**config.mk**
```make
export PLATFORM = sky130hd
export DESIGN_NAME = serial_to_parallel_latch_8
export DESIGN_NICKNAME = d
export VERILOG_FILES = /design/src/inc/sipo_pkg.sv /design/src/hdl/sipo_fifo.sv /design/src/hdl/serial_to_parallel_latch_8.sv
export VERILOG_INCLUDE_DIRS = /design/src /design/src/inc
export SDC_FILE = /design/constraint.sdc
export NUM_CORES = 1
export LEC_CHECK = 0
export ABC_CLOCK_PERIOD_IN_PS = 6900
export BUFFER_PORTS_ARGS = -buffer_cell sky130_fd_sc_hd__buf_4
export CAP_MARGIN = 20
export CORE_MARGIN = 2
export CORE_UTILIZATION = 60
export DETAILED_ROUTE_END_ITERATION = 10
export PLACE_DENSITY = 0.86
export SLEW_MARGIN = 15
export SYNTH_ARGS = -nofsm -noshare
export SYNTH_HDL_FRONTEND = slang
export SYNTH_SLANG_ARGS = --single-unit
```
**constraint.sdc**
```tcl
create_clock -name CLK_SYS_I -period 6.9 [get_ports CLK_SYS_I]
set_clock_uncertainty 0.2 [all_clocks]
set_input_delay 1.035 -clock CLK_SYS_I [delete_from_list [all_inputs] [get_ports CLK_SYS_I]]
set_output_delay 1.035 -clock CLK_SYS_I [all_outputs]
set_load 0.05 [all_outputs]
```
**src/inc/sipo_consts.svh**
```systemverilog
// Constants for the serial-to-parallel latch: widths, pin indices and reset values.
`ifndef SIPO_CONSTS_SVH
`define SIPO_CONSTS_SVH

// ***********************************************************
// Data path sizes.
// ***********************************************************
`define SIPO_WIDTH 8
`define SIPO_FIFO_DEPTH 16

// ***********************************************************
// Bit positions of the pins inside the synchroniser vector.
// ***********************************************************
`define PIN_SHIFT_CLK 0
`define PIN_SERIAL 1
`define PIN_STORAGE_CLK 2
`define PIN_CLEAR_N 3
`define PIN_ENABLE_N 4
`define PIN_COUNT 5

// ***********************************************************
// Reset values.
// ***********************************************************
`define PIN_RESET 5'h18
`define SHIFT_RESET 8'h00
`define STORE_RESET 8'h00
`define OE_N_RESET 8'hFF
`define READY_RESET 1'h0

`endif

```
**src/inc/sipo_pkg.sv**
```systemverilog
// Types shared by the serial-to-parallel latch and its load buffer.
`include "sipo_consts.svh"

package sipo_pkg;

   // One parallel word of the shift and storage registers.
   typedef logic [`SIPO_WIDTH-1:0] word_type;

   // Synchronised pin vector.
   typedef logic [`PIN_COUNT-1:0] pins_type;

endpackage : sipo_pkg

```
**src/hdl/sipo_fifo.sv**
```systemverilog
// Parameterised FIFO that carries loaded words to the storage register.
`timescale 1ns/1ps

module sipo_fifo
#(
   parameter int WIDTH = 8,
   parameter int DEPTH = 16
)
(
   // Clock, reset and enable.
   input wire logic clk_i,
   input wire logic rst_i,
   input wire logic ce_i,
   // Filling side.
   input wire logic in_valid_i,
   output logic in_ready_o,
   input wire logic [WIDTH-1:0] in_data_i,
   // Draining side.
   output logic out_valid_o,
   input wire logic out_ready_i,
   output logic [WIDTH-1:0] out_data_o
);

   localparam int PW = $clog2(DEPTH);
   localparam int CW = $clog2(DEPTH + 1);

   logic [WIDTH-1:0] mem_ff [DEPTH];
   logic [PW-1:0] wr_ptr_ff;
   logic [PW-1:0] nxt_wr_ptr;
   logic [PW-1:0] rd_ptr_ff;
   logic [PW-1:0] nxt_rd_ptr;
   logic [CW-1:0] count_ff;
   logic [CW-1:0] nxt_count;
   logic push;
   logic pop;

   // ***********************************************************
   // Handshake flags: full and empty follow the word count.
   // ***********************************************************
   assign in_ready_o = (count_ff != CW'(DEPTH));
   assign out_valid_o = (count_ff != '0);
   assign out_data_o = mem_ff[rd_ptr_ff];
   assign push = in_valid_i & in_ready_o & ce_i;
   assign pop = out_valid_o & out_ready_i & ce_i;

   // Next pointers and count; the pointers wrap at the depth.
   always_comb
   begin
      nxt_wr_ptr = wr_ptr_ff;
      nxt_rd_ptr = rd_ptr_ff;
      nxt_count = count_ff;
      if (push)
      begin
         nxt_wr_ptr = (wr_ptr_ff == PW'(DEPTH - 1)) ? '0 : PW'(wr_ptr_ff + 1'b1);
      end
      if (pop)
      begin
         nxt_rd_ptr = (rd_ptr_ff == PW'(DEPTH - 1)) ? '0 : PW'(rd_ptr_ff + 1'b1);
      end
      if (push && !pop)
      begin
         nxt_count = CW'(count_ff + 1'b1);
      end
      else if (pop && !push)
      begin
         nxt_count = CW'(count_ff - 1'b1);
      end
   end

   // Pointer and count registers.
   always_ff @(posedge clk_i or posedge rst_i)
   begin
      if (rst_i)
      begin
         wr_ptr_ff <= '0;
         rd_ptr_ff <= '0;
         count_ff <= '0;
      end
      else
      begin
         wr_ptr_ff <= nxt_wr_ptr;
         rd_ptr_ff <= nxt_rd_ptr;
         count_ff <= nxt_count;
      end
   end

   // Storage array has no reset; only written entries are ever read.
   always_ff @(posedge clk_i)
   begin
      if (push)
      begin
         mem_ff[wr_ptr_ff] <= in_data_i;
      end
   end

endmodule : sipo_fifo

```
**src/hdl/serial_to_parallel_latch_8.sv**
```systemverilog
// Eight-bit serial-in shift register with a buffered storage register and 3-state outputs.
// How it works
// - Eight-stage shift register feeds an eight-stage storage register, stage for stage.
// - Shift register advances only on a rising shift clock edge.
// - Rising storage clock edge copies the whole shift register into the load buffer, unless the buffer is full.
// - Clocks are independent; outputs hold during shifting until a storage edge.
// - Enable high floats all eight outputs; low drives them from storage.
// - While clear is low, every shift stage is forced to zero.
// - On a shift edge, first stage takes serial input, others the previous stage.
// - A falling shift clock edge leaves the shift register unchanged.
// - Storage holds its value except when a buffered word is drained with HOLD_OUT_I low.
`timescale 1ns/1ps
`include "sipo_consts.svh"

module serial_to_parallel_latch_8
   import sipo_pkg::*;
(
   // System clock, reset and clock enable.
   input wire logic CLK_SYS_I,
   input wire logic RST_I,
   input wire logic CE_I,
   // Serial pins from the controller.
   input wire logic SHIFT_CLOCK_I,
   input wire logic SERIAL_I,
   input wire logic STORAGE_CLOCK_I,
   input wire logic CLEAR_SHIFT_N_I,
   input wire logic ENABLE_OUT_N_I,
   // Draining control from local logic on the system clock.
   input wire logic HOLD_OUT_I,
   // Parallel 3-state outputs, enables active low.
   output logic [`SIPO_WIDTH-1:0] PARALLEL_OUT_O,
   output logic [`SIPO_WIDTH-1:0] PARALLEL_OE_N_O,
   // Cascade output and buffer status.
   output logic CASCADE_OUT_O,
   output logic LOAD_READY_O
);

   // ***********************************************************
   // Pin synchronisers and edge detection.
   // ***********************************************************
   pins_type pin_meta_ff;
   pins_type pin_sync_ff;
   pins_type pin_prev_ff;
   pins_type nxt_pin_meta;
   pins_type nxt_pin_sync;
   pins_type nxt_pin_prev;
   pins_type pins_raw;
   logic shift_rise;
   logic store_rise;
   logic clear_act;
   logic serial_bit;

   assign pins_raw = {ENABLE_OUT_N_I, CLEAR_SHIFT_N_I, STORAGE_CLOCK_I, SERIAL_I, SHIFT_CLOCK_I};

   // Two flops per pin, then one more flop used only for edge finding.
   always_comb
   begin
      nxt_pin_meta = pin_meta_ff;
      nxt_pin_sync = pin_sync_ff;
      nxt_pin_prev = pin_prev_ff;
      if (CE_I)
      begin
         nxt_pin_meta = pins_raw;
         nxt_pin_sync = pin_meta_ff;
         nxt_pin_prev = pin_sync_ff;
      end
   end

   // Synchroniser registers; idle levels keep clear off and outputs floated.
   always_ff @(posedge CLK_SYS_I or posedge RST_I)
   begin
      if (RST_I)
      begin
         pin_meta_ff <= `PIN_RESET;
         pin_sync_ff <= `PIN_RESET;
         pin_prev_ff <= `PIN_RESET;
      end
      else
      begin
         pin_meta_ff <= nxt_pin_meta;
         pin_sync_ff <= nxt_pin_sync;
         pin_prev_ff <= nxt_pin_prev;
      end
   end

   // Rising edges only; falling edges are ignored by construction.
   assign shift_rise = pin_sync_ff[`PIN_SHIFT_CLK] & ~pin_prev_ff[`PIN_SHIFT_CLK];
   assign store_rise = pin_sync_ff[`PIN_STORAGE_CLK] & ~pin_prev_ff[`PIN_STORAGE_CLK];
   assign clear_act = ~pin_sync_ff[`PIN_CLEAR_N];
   assign serial_bit = pin_sync_ff[`PIN_SERIAL];

   // ***********************************************************
   // Shift register.
   // ***********************************************************
   word_type shift_ff;
   word_type nxt_shift;

   // Clear dominates; otherwise a rising shift edge moves every stage up one.
   always_comb
   begin
      nxt_shift = shift_ff;
      if (CE_I)
      begin
         if (clear_act)
         begin
            nxt_shift = `SHIFT_RESET;
         end
         else if (shift_rise)
         begin
            nxt_shift = {shift_ff[`SIPO_WIDTH-2:0], serial_bit};
         end
      end
   end

   // Shift register flops; the top stage doubles as the cascade output.
   always_ff @(posedge CLK_SYS_I or posedge RST_I)
   begin
      if (RST_I)
      begin
         shift_ff <= `SHIFT_RESET;
      end
      else
      begin
         shift_ff <= nxt_shift;
      end
   end

   assign CASCADE_OUT_O = shift_ff[`SIPO_WIDTH-1];

   // ***********************************************************
   // Load buffer between shift and storage registers.
   // ***********************************************************
   logic fifo_in_ready;
   logic fifo_out_valid;
   logic pop_fire;
   word_type fifo_out_data;

   // A storage edge pushes a snapshot of all stages at once.
   sipo_fifo
   #(
      .WIDTH(`SIPO_WIDTH),
      .DEPTH(`SIPO_FIFO_DEPTH)
   )
   load_buf
   (
      .clk_i(CLK_SYS_I),
      .rst_i(RST_I),
      .ce_i(CE_I),
      .in_valid_i(store_rise),
      .in_ready_o(fifo_in_ready),
      .in_data_i(shift_ff),
      .out_valid_o(fifo_out_valid),
      .out_ready_i(~HOLD_OUT_I),
      .out_data_o(fifo_out_data)
   );

   assign pop_fire = CE_I & fifo_out_valid & ~HOLD_OUT_I;

   // ***********************************************************
   // Storage register and output drivers.
   // ***********************************************************
   word_type store_ff;
   word_type nxt_store;
   logic [`SIPO_WIDTH-1:0] oe_n_ff;
   logic [`SIPO_WIDTH-1:0] nxt_oe_n;
   logic ready_ff;
   logic nxt_ready;

   // Storage loads only from the buffer, so clearing and shifting never touch it.
   always_comb
   begin
      nxt_store = store_ff;
      nxt_oe_n = oe_n_ff;
      nxt_ready = ready_ff;
      if (CE_I)
      begin
         if (pop_fire)
         begin
            nxt_store = fifo_out_data;
         end
         nxt_oe_n = {`SIPO_WIDTH{pin_sync_ff[`PIN_ENABLE_N]}};
         nxt_ready = fifo_in_ready;
      end
   end

   // Output registers.
   always_ff @(posedge CLK_SYS_I or posedge RST_I)
   begin
      if (RST_I)
      begin
         store_ff <= `STORE_RESET;
         oe_n_ff <= `OE_N_RESET;
         ready_ff <= `READY_RESET;
      end
      else
      begin
         store_ff <= nxt_store;
         oe_n_ff <= nxt_oe_n;
         ready_ff <= nxt_ready;
      end
   end

   assign PARALLEL_OUT_O = store_ff;
   assign PARALLEL_OE_N_O = oe_n_ff;
   assign LOAD_READY_O = ready_ff;
endmodule : serial_to_parallel_latch_8

```
# After elaboration in Yosys (flattened, before gate mapping)
# Memories as Yosys holds them, arrays and structs flattened. A register that Yosys moved wholly into a read port is not among the register bits.
# Index checks and enable logic that the tools add are counted.
[totals]
wordCells = 45
in_bits = 9
memories = 1
out_inout_bits = 18
ram_bits = 128
reg_bits = 36
[op_classes]
n_reduce_logical = 8
n_bitwise = 11
eq_ne = 4
addsub = 4
muxes = 8
[memory_table]
columns = ["memory", "words", "word_bits", "read_ports", "rd_ports_with_merged_regs", "wr", "line", "rtl"]
rows = [
  ["load_buf.mem_ff", 16, 8, 1, 1, 1, "sipo_fifo.sv:27", "logic [WIDTH-1:0] mem_ff [DEPTH];"],
]
[op_table]
columns = ["op", "n"]
rows = [
  ["$mux 8", 2],
  ["$mux 5", 2],
  ["$add 4x1->4 const B", 2],
  ["$and 1x1->1", 8],
  ["$eq 4x4->1 const B", 2],
  ["$mux 4", 2],
  ["$add 5x1->5 const B", 1],
  ["$ne 5x5->1 const B", 1],
  ["$reduce_bool 5->1", 1],
  ["$sub 5x1->5 const B", 1],
  ["$reduce_and 2->1", 2],
  ["$not 1->1", 3],
  ["$logic_and 1x1->1", 2],
  ["$logic_not 1->1", 2],
  ["$mux 1", 2],
  ["$ne 2x1->1 const B", 1],
  ["$reduce_bool 2->1", 1],
]

# Logic depth before layout (Yosys ltp)
[logic_depth]
word_depth = 8
ltp_mapped = 11

# By module
# Synthesis repeated with hierarchy kept, for this count alone.
[unflattened]
hier_cells = 403
hier_area_um2 = 7078.0
[modules_own_cells]
columns = ["mod", "area_each_um2", "instances", "cells_per_inst"]
rows = [
  ["sipo_fifo", 5758.0, 1, 301],
  ["serial_to_parallel_latch_8", 1320.0, 1, 102],
]

# Worst setup path before layout
# Ideal clock, no wire load.
[synth_path]
path_type = "input to register"
from = "in CE_I"
to = "reg load_buf.count_ff[4]"
t_arrival_ns = 3.085
stages = 11
required_time_ns = 6.620
path_buffers = 1
path_slack_ns = 3.536
cell_sequence = "buf_2 nand2_1 a211o_2 inv_2 ha_1 inv_1 fa_1 a21o_1 a21oi_1 mux2i_1 xnor2_1"
[synth_via]
elab_chain_cells = 4
word_cells_on_any_way = 8
[synth_lines]
columns = ["element", "line", "rtl"]
rows = [
  ["start, declared", "serial_to_parallel_latch_8.sv:21", "input wire logic CE_I,"],
  ["$and 1x1->1 (*)", "sipo_fifo.sv:43", "assign push = in_valid_i & in_ready_o & ce_i;"],
  ["via load_buf.push", "sipo_fifo.sv:34", "logic push;"],
  ["$logic_not 1->1", "sipo_fifo.sv:64", "else if (pop && !push)"],
  ["$logic_and 1x1->1", "sipo_fifo.sv:64", ""],
  ["$reduce_bool 2->1 (no line)", "n/a", ""],
  ["end signal, assigned", "sipo_fifo.sv:83", "count_ff <= nxt_count;"],
  ["end, declared", "sipo_fifo.sv:32", "logic [CW-1:0] count_ff;"],
]
# Mark *: on every way through the listed nets, which the timed path passes. The rest lies on a longest branch.
# A chain may end at the register's enable or synchronous reset.

# Worst setup path after layout
[layout_path]
from = "reg load_buf.count_ff[0]"
to = "reg load_buf.count_ff[4]"
[layout_via]
elab_chain_cells = 6
word_cells_on_any_way = 15
[layout_lines]
columns = ["element"]
rows = [
  ["branches (longest 6 deep; another with $sub 5x1->5)"],
]
# Parallel ways; which one is timed is not known. The select of a mux whose other input is x is not followed.

==> flow_metrics.tcl <==
set metrics [dict create \
    outcome "complete, no violations" \
    finalSetupTns_ns 0 \
    synth-main-ff-cell "sky130_fd_sc_hd__edfxtp_1" \
    fp-row-count 39 \
    cellPowerDensity_mw_per_mm2 392.6 \
    post_drt_via_cell_ratio 6.266 \
    path_clk_slew_ns 0.06 \
    die_width_um 112.0 \
    number_of_antenna_violations_at_the_first_check_in_global_routing 0 \
    cp-end-kind "register" \
    postSynth.asyncResetShare 0.2515 \
    synth_seq_area_share 0.7045 \
    post-route-worst-setup-slack_ns 3.310 \
    timing.max_slew.rel_slack 0.4799 \
    pre_antenna_drt_iters 5 \
    n_fill_cell 695 \
    layout.cells.most_common_list "128 x sky130_fd_sc_hd__edfxtp_1, 38 x sky130_fd_sc_hd__dfrtp_1, 34 x sky130_fd_sc_hd__buf_4" \
    io_pins 27 \
    cp_max_fo 23 \
    cts.hold.buffers_added 0 \
    synth_fp_nets 401 \
    drt-total-wl_mm 12.85 \
    routed-wl-met3_um 656 \
    area_growth_syn_to_layout_pct 12.63 \
    insertion_delay_ns 0.42 \
    gp_routability_congestion 0.7395 \
    number_of_drc_violations_after_detailed_routing_iteration_0 383 \
    yosys_warning_count 0 \
    critPathLaunchType "register" \
    postSynthCellCount 382 \
    cts-htree-levels 4 \
    detailroute.via_count 3534 \
    criticalPathCategory "reg -> reg" \
    floorplan.initialDensity 0.6123 \
    drt-wirelength-per-cell_um 22.77 \
    m1WireLength_mm 5.460 \
    grt_max_degree 44 \
    post_synth_edffs 128 \
    floorplan.core_area_mm2 0.01142 \
    grt-ovfl-total 0 \
    mappedNetlistArea_mm2 0.006992 \
    route.top_layer_used "met4" \
    clock.fmax_mhz 278.6 \
    worstMarginPinSlew_ns 0.7802 \
    drc_errors 0 \
    slew_viol_final 0 \
    input_output_buffers 26 \
    clock_tree_from_tritoncts "done" \
    die_area_mm2 0.01253 \
    worst_ep_arrival_time_ns 3.73 \
    drt.antenna.violating_nets 0 \
    num-nets-final 427 \
    grt_pass1_vias 3523 \
    final_setup_viols 0 \
    layout_commonest_cell "sky130_fd_sc_hd__edfxtp_1" \
    critPathRequiredTime_ns 7.04 \
    hold_path.class "reg -> reg" \
    final_design_area_no_fill_mm2 0.007875 \
    place.detailed.hpwl_mm 7.556 \
    cts_repair_resize_count 0 \
    dp_worst_setup_slack_ns 3.119 \
    met2WireLength_mm 6.438 \
    numClockSinks 171 \
    max-clock-path-buffers 2 \
    ys_ff_latch 171 \
    max_cap_viol_count 0 \
    cts_made_buffers 17 \
    die_height_um 112.0 \
    vdd.ir_drop.worst_mv 0.3609 \
    grt_usage 0.2222 \
    unrepaired_setup_endpoints_after_global_routing "false" \
    post-cts-setup-buffer-count 0 \
    placed_cell_count 532 \
    power.leakage_nw 2.987 \
    finalWorstPathRequiredPeriod_ns 3.590 \
    clockRootBuffer "sky130_fd_sc_hd__clkbuf_16" \
    synth_area_per_cell_um2 18.30 \
    final_min_period_over_clock_period 0.5203 \
    grt_pass1_wl_mm 20.30 \
    layout-drive-gt1-share 0.2684 \
    post_layout_instance_count_excluding_filler_cells 564 \
    yosysUniqueCellTypes 45 \
    hold_viol 0 \
    antenna_cells 0 \
    post_dp_cell_area_mm2 0.007252 \
]
-- layout make-up --
class                      count  area, um^2  area share
tap                          143       178.9     0.02272
multi-input combinational    173        1851      0.2350
clock inverter                15       197.7     0.02510
inverter                      11       41.29    0.005243
clock buffer                  17       425.4     0.05402
sequential                   171        4926      0.6255
timing repair buffer          34       255.2     0.03241
-- kinds of logic after synthesis --
logic type      Yosys count  share of synthesized area
flops                   171                     0.7045
compound gates           57                    0.06103
mux                      54                     0.1390
simple gates             46                    0.03812
buf+inv                  38                    0.03078
fa+ha+maj                10                    0.01897
xor+xnor                  6                   0.007516
-- worst paths after layout --
kind / start / to / slack, ns / cells after the start
max reg2reg: load_buf.count_ff[0] / load_buf.count_ff[4] / 3.31 / 9
min in group asynchronous: RST_I / pin_prev_ff[0] / 0.56 / 3
min reg2reg: pin_meta_ff[3] / pin_sync_ff[3] / 0.29 / 2
min: pin_meta_ff[3] / pin_sync_ff[3] / 0.29 / 2
max: load_buf.count_ff[0] / load_buf.count_ff[4] / 3.31 / 9
max in group asynchronous: RST_I / load_buf.rd_ptr_ff[2] / 5.56 / 3
-- critical path: stages (launching register included) --
cell,delay [ns]
sky130_fd_sc_hd__dfrtp_1,0.44
sky130_fd_sc_hd__nor4_1,0.57
sky130_fd_sc_hd__a211o_1,0.73
sky130_fd_sc_hd__ha_1,0.29
sky130_fd_sc_hd__inv_1,0.12
sky130_fd_sc_hd__fa_1,0.44
sky130_fd_sc_hd__a21o_1,0.19
sky130_fd_sc_hd__a21oi_1,0.16
sky130_fd_sc_hd__mux2i_1,0.23
sky130_fd_sc_hd__xnor2_1,0.14
-- through the flow --
step | power, mW | util | hold slack (ns)
after CTS | 3.115 | 0.6897 | 0.2963
final | 3.091 | 0.6897 | 0.2926
after global placement | 2.084 | 0.6351 | 0.2800
after detailed placement | 2.121 | 0.6351 | 0.2858
after global routing | 3.215 | 0.6897 | 0.3194
after floorplan | 1.950 | - | 0.2669
-- power by group --
part,internal [mW],switching (mW)
Sequential,1.20,0.0929
Combinational,0.351,0.465
Clock,0.606,0.380
-- metal layers --
layer	track usage	vias to the layer above
met5	0	-
met4	0.1000	0
met3	0.04736	20
met2	0.3418	133
met1	0.3135	1819
li1	-	1562
-- registers in the layout, summed over array words and instances, names as in the netlist --
signal and flops:
load_buf.mem_ff 128, PARALLEL_OUT_O 8, shift_ff 8, load_buf.count_ff 5, pin_meta_ff 5, pin_sync_ff 5
load_buf.rd_ptr_ff 4, load_buf.wr_ptr_ff 4, pin_prev_ff 2, LOAD_READY_O 1, PARALLEL_OE_N_O 1
-- Yosys cell counts, types with 2 or more instances --
cell                          n  area share
sky130_fd_sc_hd__a21o_1       4      0.0043
sky130_fd_sc_hd__nor2b_1      8      0.0072
sky130_fd_sc_hd__a22oi_1      5      0.0054
sky130_fd_sc_hd__a22o_1       8       0.010
sky130_fd_sc_hd__nor4b_1      4      0.0050
sky130_fd_sc_hd__o21ai_1      2      0.0014
sky130_fd_sc_hd__nor2_1       5      0.0027
sky130_fd_sc_hd__clkbuf_1     8      0.0043
sky130_fd_sc_hd__mux4_2      28       0.090
sky130_fd_sc_hd__dfstp_2      5       0.019
sky130_fd_sc_hd__buf_2        6      0.0043
sky130_fd_sc_hd__xnor2_1      5      0.0063
sky130_fd_sc_hd__a21oi_1     11      0.0079
sky130_fd_sc_hd__o2bb2ai_1    5      0.0063
sky130_fd_sc_hd__nand2_1      9      0.0048
sky130_fd_sc_hd__mux2i_1      9       0.013
sky130_fd_sc_hd__ha_1         9       0.016
sky130_fd_sc_hd__and2_1      12       0.011
sky130_fd_sc_hd__o21ai_0      4      0.0029
sky130_fd_sc_hd__dfrtp_1     38        0.14
sky130_fd_sc_hd__inv_1        9      0.0048
sky130_fd_sc_hd__mux2_2      12       0.019
sky130_fd_sc_hd__mux4_1       4       0.015
sky130_fd_sc_hd__buf_6        2      0.0032
sky130_fd_sc_hd__a32o_1       4      0.0057
sky130_fd_sc_hd__buf_4        9      0.0097
sky130_fd_sc_hd__nand3_1      3      0.0021
sky130_fd_sc_hd__edfxtp_1   128        0.55
sky130_fd_sc_hd__inv_2        2      0.0011
sky130_fd_sc_hd__a211o_1      9       0.011
Power figures use the tool's default switching activity.
